==> src/rtl/icd_pkg.sv <==
/*
  constants, state encoding and carrier structs for the idle clock divider and
  wake-up controller. assumes a single 100 MHz input clock and an active-low
  asynchronous reset supplied by the surrounding core.
*/
// Functional notes
// idle instruction stops issue and enters low power until an interrupt arrives
// wake-up services the interrupt, then resumes at the instruction after idle
// divided idle slows the core clock to input rate divided by n from instruction
// divisor limited to 16, 32, 64 or 128
// serial, clock output and timer clocks slowed by the same divisor
// after an enabled interrupt in divided idle, wake within n input-clock cycles
// standard idle responds in one cycle; divided idle adds n
// external serial clock source must not interrupt faster than wake-up allows
// legacy build supports only standard idle, no divided variant
// leaving divided idle restores divide-by-one on all derived clocks
package icd_pkg;

  // ****************************************************************
  // divisor selection and timing
  // ****************************************************************
  localparam logic [1:0] ICD_SEL_DIV16 = 2'h0;
  localparam logic [1:0] ICD_SEL_DIV32 = 2'h1;
  localparam logic [1:0] ICD_SEL_DIV64 = 2'h2;
  localparam logic [1:0] ICD_SEL_DIV128 = 2'h3;
  localparam int ICD_CNT_W = 7;
  localparam logic [ICD_CNT_W-1:0] ICD_TERM_DIV1 = 7'h00;
  localparam logic [ICD_CNT_W-1:0] ICD_TERM_DIV16 = 7'h0F;
  localparam logic [ICD_CNT_W-1:0] ICD_TERM_DIV32 = 7'h1F;
  localparam logic [ICD_CNT_W-1:0] ICD_TERM_DIV64 = 7'h3F;
  localparam logic [ICD_CNT_W-1:0] ICD_TERM_DIV128 = 7'h7F;
  localparam int ICD_STD_WAKE_NS = 10;
  localparam int ICD_CLK_PERIOD_NS = 10;
  localparam int ICD_STD_WAKE_CYC = (ICD_STD_WAKE_NS + ICD_CLK_PERIOD_NS - 1) / ICD_CLK_PERIOD_NS;

  // ****************************************************************
  // state and carriers
  // ****************************************************************
  typedef enum logic [1:0] {
    ICD_RUN = 2'h0,
    ICD_IDLE = 2'h1,
    ICD_WAKE = 2'h3
  } icd_state_e;

  typedef struct packed {
    logic idle_exec;
    logic div_en;
    logic [1:0] div_sel;
  } icd_cmd_s;

  typedef struct packed {
    logic core_tick;
    logic sclk_tick;
    logic processor_clock_output_tick;
    logic timer_tick;
  } icd_ticks_s;

endpackage

==> src/rtl/icd_divider.sv <==
/*
  divide-by-n tick generator. emits a one-cycle tick every term+1 input-clock
  cycles; term of zero gives a tick on every cycle. term changes take effect
  at once; a count at or above the new term ticks and restarts at zero, as restart_in does without the tick.
*/
`timescale 1ns/1ps
`default_nettype none
module icd_divider
  import icd_pkg::*;
(
  input wire logic clk_in,
  input wire logic reset_n_in,
  input wire logic [ICD_CNT_W-1:0] term_in,
  input wire logic restart_in,
  output logic tick_out
);

  logic [ICD_CNT_W-1:0] cnt_reg;
  logic [ICD_CNT_W-1:0] cnt_next;
  wire at_term = (cnt_reg >= term_in);

  assign cnt_next = (restart_in || at_term) ? ICD_TERM_DIV1 : ICD_CNT_W'(cnt_reg + 1'b1);
  assign tick_out = at_term && !restart_in;

  always_ff @(posedge clk_in or negedge reset_n_in) begin
    if (!reset_n_in) begin
      cnt_reg <= ICD_TERM_DIV1;
    end else begin
      cnt_reg <= cnt_next;
    end
  end

endmodule
`default_nettype wire

==> src/rtl/icd_idle_ctrl.sv <==
/*
  idle and divided-idle controller. sits between the sequencer (idle command,
  issue stall, resume) and the clock tree (core, serial, clock output and
  timer enables). assumes interrupt_in is already masked to enabled sources
  and held until acknowledged by the sequencer.
*/
`timescale 1ns/1ps
`default_nettype none
module icd_idle_ctrl
  import icd_pkg::*;
#(
  parameter bit LEGACY_ONLY = 1'b0
)
(
  input wire logic clk_in,
  input wire logic reset_n_in,
  input wire icd_cmd_s cmd_in,
  input wire logic interrupt_in,
  output logic issue_stall_out,
  output logic service_irq_out,
  output logic low_power_out,
  output icd_ticks_s ticks_out,
  output logic [ICD_CNT_W-1:0] divisor_term_out
);

  // ****************************************************************
  // state
  // ****************************************************************
  icd_state_e state_reg;
  icd_state_e state_next;
  logic [ICD_CNT_W-1:0] term_reg;
  logic [ICD_CNT_W-1:0] term_next;
  logic stall_reg;
  logic service_reg;
  logic tick_hold_reg;
  icd_ticks_s ticks_reg;
  logic div_tick;

  // ****************************************************************
  // decode
  // ****************************************************************
  // legacy build ignores the divide request entirely
  wire div_req = cmd_in.div_en && !LEGACY_ONLY;
  wire [ICD_CNT_W-1:0] sel_term =
    (cmd_in.div_sel == ICD_SEL_DIV16) ? ICD_TERM_DIV16 :
    (cmd_in.div_sel == ICD_SEL_DIV32) ? ICD_TERM_DIV32 :
    (cmd_in.div_sel == ICD_SEL_DIV64) ? ICD_TERM_DIV64 : ICD_TERM_DIV128;
  wire enter_idle = (state_reg == ICD_RUN) && cmd_in.idle_exec;
  wire wake_ok = (state_reg == ICD_IDLE) && interrupt_in && div_tick;
  wire restart_div = enter_idle || (state_reg == ICD_WAKE);

  // ****************************************************************
  // next state
  // ****************************************************************
  always_comb begin
    state_next = state_reg;
    term_next = term_reg;
    case (state_reg)
      ICD_RUN: begin
        if (cmd_in.idle_exec) begin
          state_next = ICD_IDLE;
          term_next = div_req ? sel_term : ICD_TERM_DIV1;
        end
      end
      ICD_IDLE: begin
        // the wake check waits for the slow tick, so an interrupt waits at most n cycles
        if (wake_ok) begin
          state_next = ICD_WAKE;
          term_next = ICD_TERM_DIV1;
        end
      end
      ICD_WAKE: begin
        state_next = ICD_RUN;
      end
      default: begin
        state_next = ICD_RUN;
        term_next = ICD_TERM_DIV1;
      end
    endcase
  end

  // ****************************************************************
  // divided tick source shared by all derived clocks
  // ****************************************************************
  icd_divider u_div (
    .clk_in(clk_in),
    .reset_n_in(reset_n_in),
    .term_in(term_reg),
    .restart_in(restart_div),
    .tick_out(div_tick)
  );

  // ****************************************************************
  // registers
  // ****************************************************************
  always_ff @(posedge clk_in or negedge reset_n_in) begin
    if (!reset_n_in) begin
      state_reg <= ICD_RUN;
      term_reg <= ICD_TERM_DIV1;
      stall_reg <= 1'b0;
      service_reg <= 1'b0;
      tick_hold_reg <= 1'b0;
      ticks_reg <= '0;
    end else begin
      state_reg <= state_next;
      term_reg <= term_next;
      stall_reg <= (state_next == ICD_IDLE);
      // one-cycle pulse telling the sequencer to vector, then fall through past idle
      service_reg <= (state_next == ICD_WAKE);
      tick_hold_reg <= div_tick;
      // all derived clocks take the same enable so their ratio is common
      ticks_reg <= {4{div_tick}};
    end
  end

  assign issue_stall_out = stall_reg;
  assign service_irq_out = service_reg;
  assign low_power_out = stall_reg;
  assign ticks_out = ticks_reg;
  assign divisor_term_out = term_reg;

endmodule
`default_nettype wire

==> config.mk <==
export PLATFORM = sky130hd
export DESIGN_NAME = icd_idle_ctrl
export DESIGN_NICKNAME = d
export VERILOG_FILES = /design/src/rtl/icd_pkg.sv /design/src/rtl/icd_divider.sv /design/src/rtl/icd_idle_ctrl.sv
export SDC_FILE = /design/constraint.sdc
export NUM_CORES = 1
export LEC_CHECK = 0
export ABC_AREA = 1
export BUFFER_PORTS_ARGS = -buffer_cell sky130_fd_sc_hd__buf_2
export CAP_MARGIN = 25
export CORE_MARGIN = 2
export CORE_UTILIZATION = 32
export DETAILED_ROUTE_END_ITERATION = 7
export SYNTH_ARGS = -nofsm -noshare
export SYNTH_HDL_FRONTEND = slang
export SYNTH_HIERARCHICAL = 1
export SYNTH_SLANG_ARGS = --single-unit
==> constraint.sdc <==
create_clock -name clk_in -period 2.1 [get_ports clk_in]
set_input_delay 0.42 -clock clk_in [delete_from_list [all_inputs] [get_ports clk_in]]
set_output_delay 0.42 -clock clk_in [all_outputs]
set_load 0.05 [all_outputs]
==> flow_summary.json, run 1 <==
{
  "report.final.hold_viol_count": 0,
  "port_buffers": 20,
  "cts_buffers": 3,
  "maximum_number_of_pins_on_one_net_before_global_route_repair": 17,
  "final-setup-viol-count": 0,
  "drc": 0,
  "drt-initial-drc-count": 21,
  "drv_slew": 0,
  "hp-class": "input port to async pin",
  "synth-seq-cells": 16,
  "synthesis.instances": 123,
  "totalPowerFinal_mw": 1.694,
  "comb_power_share": 0.618,
  "max_cap_violations": 0,
  "post_cts_resize_count": 0,
  "antenna_cells_inserted": 0,
  "timing_worst_setup_path_type": "flop to flop",
  "end_kind": "flop",
  "grt_util_all_layers": 0.1217,
  "die_outline_area_um2": 3491,
  "initial_utilization": 0.3432,
  "fin_skew_ns": 0.001480,
  "total_i_o_pin_count": 21,
  "post-cts-setup-buffer-count": 0,
  "hold_buffers": 0,
  "clockRootBuffer": "sky130_fd_sc_hd__clkbuf_4",
  "vias_per_cell": 4.435,
  "tritoncts": "yes",
  "period_share": 0.8405,
  "synthToLayoutAreaGrowth_pct": 11.21,
  "core-area_um2": 2829,
  "achievable_clock_frequency_ghz": 0.5666,
  "worst_pin_slew_ns": 0.3702,
  "clock_tree.buffer_depth": 2,
  "die_h_um": 59.09,
  "synth_top_cell_area_share": 0.4124,
  "synth_top_area_cell": "sky130_fd_sc_hd__dfrtp_1",
  "layout_commonest_cell": "sky130_fd_sc_hd__nand2_1",
  "unrepaired_setup_endpoints_after_global_routing": "false",
  "timing.hold.ws_ns": 0.03752,
  "synth-warning-count": 6,
  "post_route_cells_drive_above_1_share": 0.2446,
  "std_cell_rows": 19,
  "syn-cell-area_um2": 970.9,
  "power.leakage_nw": 0.6029,
  "seq_power_share": 0.288,
  "synth_top_flop_cell": "sky130_fd_sc_hd__dfrtp_1",
  "global_route.overflow_total": 0,
  "average_cell_area_after_synthesis_um2": 7.894,
  "total_negative_setup_slack_ns": 0,
  "critical_path_arrival_ns": 1.99,
  "cts_clock_pin_slew_for_the_worst_setup_and_hold_paths_ns": 0.09,
  "power-per-cell-area_nw_per_um2": 1569,
  "maxSlewHeadroom": 0.7532,
  "power_switching_mw": 0.9625,
  "detail_route.wl_per_cell_um": 10.30,
  "dieWidth_um": 59.09,
  "run_status": "completed",
  "htreeDepth": 1,
  "setup.worst_path.start_class": "flop",
  "critical_path_peak_fanout": 9,
  "wl_mm": 1.751,
  "dp_hpwl_mm": 1.372,
  "peakVddDrop_v": 0.0003284,
  "synth_async_sr_flop_share": 1.000,
  "largest_reg_flops": 7,
  "grt_pass1_wl_mm": 3.070,
  "gpl.final_weighted_congestion": 0.7409,
  "synth-seq-area-share": 0.4124,
  "antenna_found_initial": 0,
  "ys_top_cells_by_area": "sky130_fd_sc_hd__dfrtp_1 41%, sky130_fd_sc_hd__nand2_1 11%, sky130_fd_sc_hd__ha_1 10%",
  "drt_first_pass_iters": 4,
  "detailroute.via_count": 754,
  "sw_frac_of_total": 0.5681,
  "synthesized_nets": 138,
  "worst_skew_pair.late_latency_ns": 0.28,
  "edff_count_synth": 0,
  "layout.filler_cells": 299,
  "number_of_nets_still_failing_antenna_checks_after_routing": 0,
  "mostFrequentLayoutCells": "28 x sky130_fd_sc_hd__nand2_1, 24 x sky130_fd_sc_hd__inv_1, 20 x sky130_fd_sc_hd__buf_2",
  "crit_required_ns": 2.32,
  "grt_pass1_vias": 731,
  "finalCriticalPeriod_ns": 1.765,
  "layout.nets": 156,
  "clock-sinks": 16,
  "cellInternalPower_mw": 0.7318,
  "power.clock.fraction": 0.094,
  "yosysUniqueCellTypes": 18
}
-- critical path, stage by stage (launching register included) --
cell                      delay (ns)
sky130_fd_sc_hd__dfrtp_1        0.48
sky130_fd_sc_hd__inv_1          0.07
sky130_fd_sc_hd__ha_1           0.29
sky130_fd_sc_hd__nand2_1        0.05
sky130_fd_sc_hd__inv_1          0.04
sky130_fd_sc_hd__nand2_1        0.04
sky130_fd_sc_hd__nand2_1        0.05
sky130_fd_sc_hd__nand2_1        0.07
sky130_fd_sc_hd__a21oi_1        0.17
sky130_fd_sc_hd__nand2_1        0.07
sky130_fd_sc_hd__inv_1          0.07
sky130_fd_sc_hd__nand2_2        0.10
sky130_fd_sc_hd__nand2_2        0.09
sky130_fd_sc_hd__nand2_1        0.05
sky130_fd_sc_hd__nand2_1        0.06
-- metal layers --
layer,vias to the layer above,routed length (um),GRT usage
li1,398,-,-
met1,334,828,0.1497
met2,18,794,0.1889
met3,4,77,0.02402
met4,0,50,0.08766
met5,-,0,0
-- layout make-up --
cell class / instances / area, um2 / area share
multi-input combinational: 75 / 424.2 / 0.3928
sequential: 16 / 400.4 / 0.3708
timing repair buffer: 20 / 100.1 / 0.09270
inverter: 25 / 93.84 / 0.08691
tap: 31 / 38.79 / 0.03592
clock buffer: 3 / 22.52 / 0.02086
-- cells by family (layout without fill, tap and decap cells) --
family,count (synthesis),count (layout),share of synthesized area
xor gates and xnor gates,3,3,0.02707
AOI/OAI and AO/OA,6,6,0.03866
DFF,16,16,0.4124
and+or+nand+nor,58,58,0.2680
adders and majority gates,8,8,0.1031
buffers and inverters,32,48,0.1508
-- power by group through the flow --
stage	Sequential, mW	Combinational [mW]	Clock (mW)
4_1_cts	0.492	1.06	0.168
3_5_place_dp	0.499	1.05	0
3_3_place_gp	0.494	1.03	0
2_1_floorplan	0.657	0.746	0
6_report	0.488	1.05	0.159
5_1_grt	0.507	1.16	0.183
-- per-stage QoR --
| stage | cells | worst slack [ns] | instance area (um2) | util |
|---|---|---|---|---|
| floorplan | 123 | 0.1653 | 970.9 | - |
| global placement | 167 | 0.3986 | 1057 | 0.3737 |
| detailed placement | 167 | 0.3200 | 1057 | 0.3737 |
| CTS | 170 | 0.2834 | 1080 | 0.3817 |
| global route | 170 | 0.1113 | 1080 | 0.3817 |
| finish | 170 | 0.3350 | 1080 | 0.3817 |
-- Yosys cell counts (2+ instances only) --
master,count
sky130_fd_sc_hd__nand2_2,2
sky130_fd_sc_hd__inv_1,24
sky130_fd_sc_hd__xor2_1,2
sky130_fd_sc_hd__buf_4,7
sky130_fd_sc_hd__nand3_1,7
sky130_fd_sc_hd__nand3_2,3
sky130_fd_sc_hd__dfrtp_1,16
sky130_fd_sc_hd__nand2_1,28
sky130_fd_sc_hd__nor2_1,14
sky130_fd_sc_hd__nor2_2,3
sky130_fd_sc_hd__a21oi_1,2
sky130_fd_sc_hd__ha_1,8
sky130_fd_sc_hd__o21ai_0,2
-- final timing paths --
check	start	cells past startpoint	end	slack (ns)
max	divisor_term_out[3]$_DFFE_PN0P_	14	divisor_term_out[4]$_DFFE_PN0P_	0.34
min	reset_n_in	1	divisor_term_out[4]$_DFFE_PN0P_	0.04
max reg2reg	divisor_term_out[3]$_DFFE_PN0P_	14	divisor_term_out[4]$_DFFE_PN0P_	0.34
min reg2reg	u_div/cnt_reg[0]$_DFF_PN0_	1	u_div/cnt_reg[0]$_DFF_PN0_	0.51
max in group asynchronous	reset_n_in	1	state_reg[1]$_DFF_PN0_	1.79
min in group clk_in	cmd_in[2]	3	divisor_term_out[3]$_DFFE_PN0P_	0.43
Note: power is estimated with default switching activity, not from simulation.
==> run 2: changes to the inputs <==
--- a/config.mk
+++ b/config.mk
@@ -5,7 +5,7 @@
 export SDC_FILE = /design/constraint.sdc
 export NUM_CORES = 1
 export LEC_CHECK = 0
-export ABC_AREA = 1
+export ABC_AREA = 0
 export BUFFER_PORTS_ARGS = -buffer_cell sky130_fd_sc_hd__buf_2
 export CAP_MARGIN = 25
 export CORE_MARGIN = 2
==> constraint.sdc (replaced) <==
create_clock -name clk_in -period 1.5 [get_ports clk_in]
set_input_delay 0.3 -clock clk_in [delete_from_list [all_inputs] [get_ports clk_in]]
set_output_delay 0.3 -clock clk_in [all_outputs]
set_load 0.05 [all_outputs]
==> flow_summary.json, run 2 <==
{
  "edff_count_synth": 0,
  "tritoncts": "yes",
  "worst_pin_slew_ns": 0.3710,
  "finalCriticalPeriod_ns": 1.804,
  "detailroute.via_count": 685,
  "die_outline_area_um2": 3184,
  "crit_start": "divisor_term_out[3]$_DFFE_PN0P_",
  "yosys.area_share.simple": 0.1735,
  "synth_async_sr_flop_share": 1.000,
  "worstHoldStart": "cmd_in[1]",
  "cts_buffers": 3,
  "port_buffers": 20,
  "synth_top_cell_area_share": 0.4552,
  "drt-initial-drc-count": 11,
  "place_worst_setup_slack_ns": -0.3469,
  "max_cap_violations": 0,
  "syn-cell-area_um2": 879.6,
  "hp-class": "input port to flop",
  "final.setup.worst_slack_ns": -0.3036,
  "drt_first_pass_iters": 4,
  "post_synth_mux_area_share": 0,
  "timing_worst_setup_path_type": "flop to flop",
  "vias_per_cell": 4.597,
  "dp_hpwl_mm": 1.360,
  "critical_path_peak_fanout": 5,
  "antenna_found_initial": 0,
  "gpl.final_weighted_congestion": 0.7571,
  "ys_top_cells_by_area": "sky130_fd_sc_hd__dfrtp_1 46%, sky130_fd_sc_hd__ha_1 11%, sky130_fd_sc_hd__buf_4 6.0%",
  "end_kind": "flop",
  "synth-seq-area-share": 0.4552,
  "average_cell_area_after_synthesis_um2": 10.35,
  "maxSlewHeadroom": 0.7527,
  "synth_top_flop_cell": "sky130_fd_sc_hd__dfrtp_1",
  "violations": "setup timing",
  "worst_skew_pair.late_latency_ns": 0.28,
  "post_synth_xor_area_fraction": 0.04979,
  "crit_required_ns": 1.68,
  "clock-sinks": 16,
  "synthesis.instances": 85,
  "die_h_um": 56.43,
  "layout_commonest_cell": "sky130_fd_sc_hd__buf_2",
  "power.leakage_nw": 0.6084,
  "synthesized_nets": 100,
  "dieWidth_um": 56.43,
  "achievable_clock_frequency_ghz": 0.5545,
  "setup.worst_path.start_class": "flop",
  "clockRootBuffer": "sky130_fd_sc_hd__clkbuf_4",
  "synth-seq-cells": 16,
  "final-setup-viol-count": 15,
  "maximum_number_of_pins_on_one_net_before_global_route_repair": 17,
  "clock_tree.buffer_depth": 2,
  "wl_mm": 1.818,
  "period_share": 1.202,
  "synthToLayoutAreaGrowth_pct": 37.55,
  "number_of_nets_still_failing_antenna_checks_after_routing": 0,
  "grt_pass1_wl_mm": 3.111,
  "utilization": 0.4504,
  "run_status": "finished with violations",
  "power-per-cell-area_nw_per_um2": 2177,
  "post_route_cells_drive_above_1_share": 0.5424,
  "fin_skew_ns": 0.007899,
  "post_synthesis_compound_gate_area_fraction": 0.1138,
  "htreeDepth": 1,
  "r2r-start": "divisor_term_out[3]$_DFFE_PN0P_",
  "mostFrequentLayoutCells": "19 x sky130_fd_sc_hd__buf_2, 15 x sky130_fd_sc_hd__buf_4, 12 x sky130_fd_sc_hd__dfrtp_1",
  "core-area_um2": 2686,
  "grt_pass1_vias": 692,
  "antenna_cells_inserted": 0,
  "drv_slew": 0,
  "detail_route.wl_per_cell_um": 12.20,
  "synth_top_family_by_area": "simple AND/OR/NAND/NOR gates",
  "synthMostInstantiatedCell": "sky130_fd_sc_hd__dfrtp_1",
  "yosysUniqueCellTypes": 27,
  "synthAdderAreaFrac": 0.1138,
  "total_i_o_pin_count": 21,
  "unrepaired_setup_endpoints_after_global_routing": "true",
  "synth_top_area_cell": "sky130_fd_sc_hd__dfrtp_1",
  "cts_clock_pin_slew_for_the_worst_setup_and_hold_paths_ns": 0.09,
  "global_route.overflow_total": 0,
  "layout.filler_cells": 270,
  "critical_path_arrival_ns": 1.98,
  "synthTopCellsByCount": "16 x sky130_fd_sc_hd__dfrtp_1, 11 x sky130_fd_sc_hd__nor2_1, 8 x sky130_fd_sc_hd__ha_1, 8 x sky130_fd_sc_hd__inv_1, 7 x sky130_fd_sc_hd__buf_4",
  "drc": 0,
  "peakVddDrop_v": 0.001451,
  "layout.nets": 134,
  "grt_util_all_layers": 0.1274,
  "std_cell_rows": 19,
  "initial_utilization": 0.3274,
  "synth-warning-count": 6,
  "largest_reg_flops": 7,
  "report.final.hold_viol_count": 0
}
run 2: cell count changes in the layout (fill, tap and decap cells not counted), moves of 5 or more:
cell,change
sky130_fd_sc_hd__nand2_1,-26
sky130_fd_sc_hd__inv_1,-18
sky130_fd_sc_hd__nor2_1,-5
sky130_fd_sc_hd__buf_4,+15
run 2: kinds of logic after synthesis:
logic type	Yosys count
XOR/XNOR	5
AO/OA/AOI/OAI	14
buffers and inverters	15
adder cells (fa/ha/maj)	8
AND/OR/NAND/NOR	27
flip-flops	16
run 2: metal layers:
metal | global-route usage | routed length, um | vias up
li1 | - | - | 344
met1 | 0.1528 | 796 | 331
met2 | 0.2143 | 959 | 8
met3 | 0.02074 | 40 | 2
met4 | 0.07143 | 22 | 0
met5 | 0 | 0 | -
run 2: per-stage QoR:
stage,instance area (um2),total power [mW],TNS [ns],instances,hold WS [ns]
after floorplan,884.6,1.770,-2.811,85,0.004409
after global placement,1076,2.118,-1.829,143,0.2276
after detailed placement,1076,2.148,-2.125,143,0.2400
after CTS,1177,2.554,-2.199,149,0.2675
after global routing,1210,2.822,-3.621,149,0.2797
final,1210,2.634,-2.243,149,0.2768
run 2: worst max-delay path: stages (launching register included):
cell,delay (ns)
sky130_fd_sc_hd__dfrtp_2,0.45
sky130_fd_sc_hd__inv_2,0.06
sky130_fd_sc_hd__ha_4,0.27
sky130_fd_sc_hd__nand2_2,0.06
sky130_fd_sc_hd__o21ai_4,0.15
sky130_fd_sc_hd__a21oi_2,0.07
sky130_fd_sc_hd__nor2_2,0.12
sky130_fd_sc_hd__and4b_4,0.27
sky130_fd_sc_hd__nor2_4,0.05
sky130_fd_sc_hd__a32o_1,0.20
run 2: worst paths after layout:
kind | cells past startpoint | endpoint | slack [ns]
max | 9 | divisor_term_out[6]$_DFFE_PN0P_ | -0.30
min reg2reg | 2 | u_div/cnt_reg[0]$_DFF_PN0_ | 0.55
max in group asynchronous | 2 | divisor_term_out[5]$_DFFE_PN0P_ | 0.75
max reg2reg | 9 | divisor_term_out[6]$_DFFE_PN0P_ | -0.30
min in group asynchronous | 2 | u_div/cnt_reg[4]$_DFF_PN0_ | 0.45
min | 2 | divisor_term_out[5]$_DFFE_PN0P_ | 0.28
run 2: power by group:
part	leakage [nW]	internal [mW]	switching, mW
sequential	0.203	0.560	0.0894
clock	0.0150	0.103	0.130
combinational	0.391	0.675	1.08
run 2: final cells by class:
type | instances | area, um2 | share of cell area
Tap cell | 31 | 38.79 | 0.03206
Multi-Input combinational cell | 54 | 484.2 | 0.4002
Inverter | 8 | 30.03 | 0.02482
Sequential cell | 16 | 405.4 | 0.3351
Clock buffer | 4 | 26.28 | 0.02172
Timing Repair Buffer | 36 | 225.2 | 0.1861
run 2: timing repair:
action	CTS	global route
resized for setup	10	6
buffers inserted	1	0
pin swaps	1	2
endpoints found under the hold margin	16	0
endpoints found under the setup margin	14	16
hold buffers	1	0
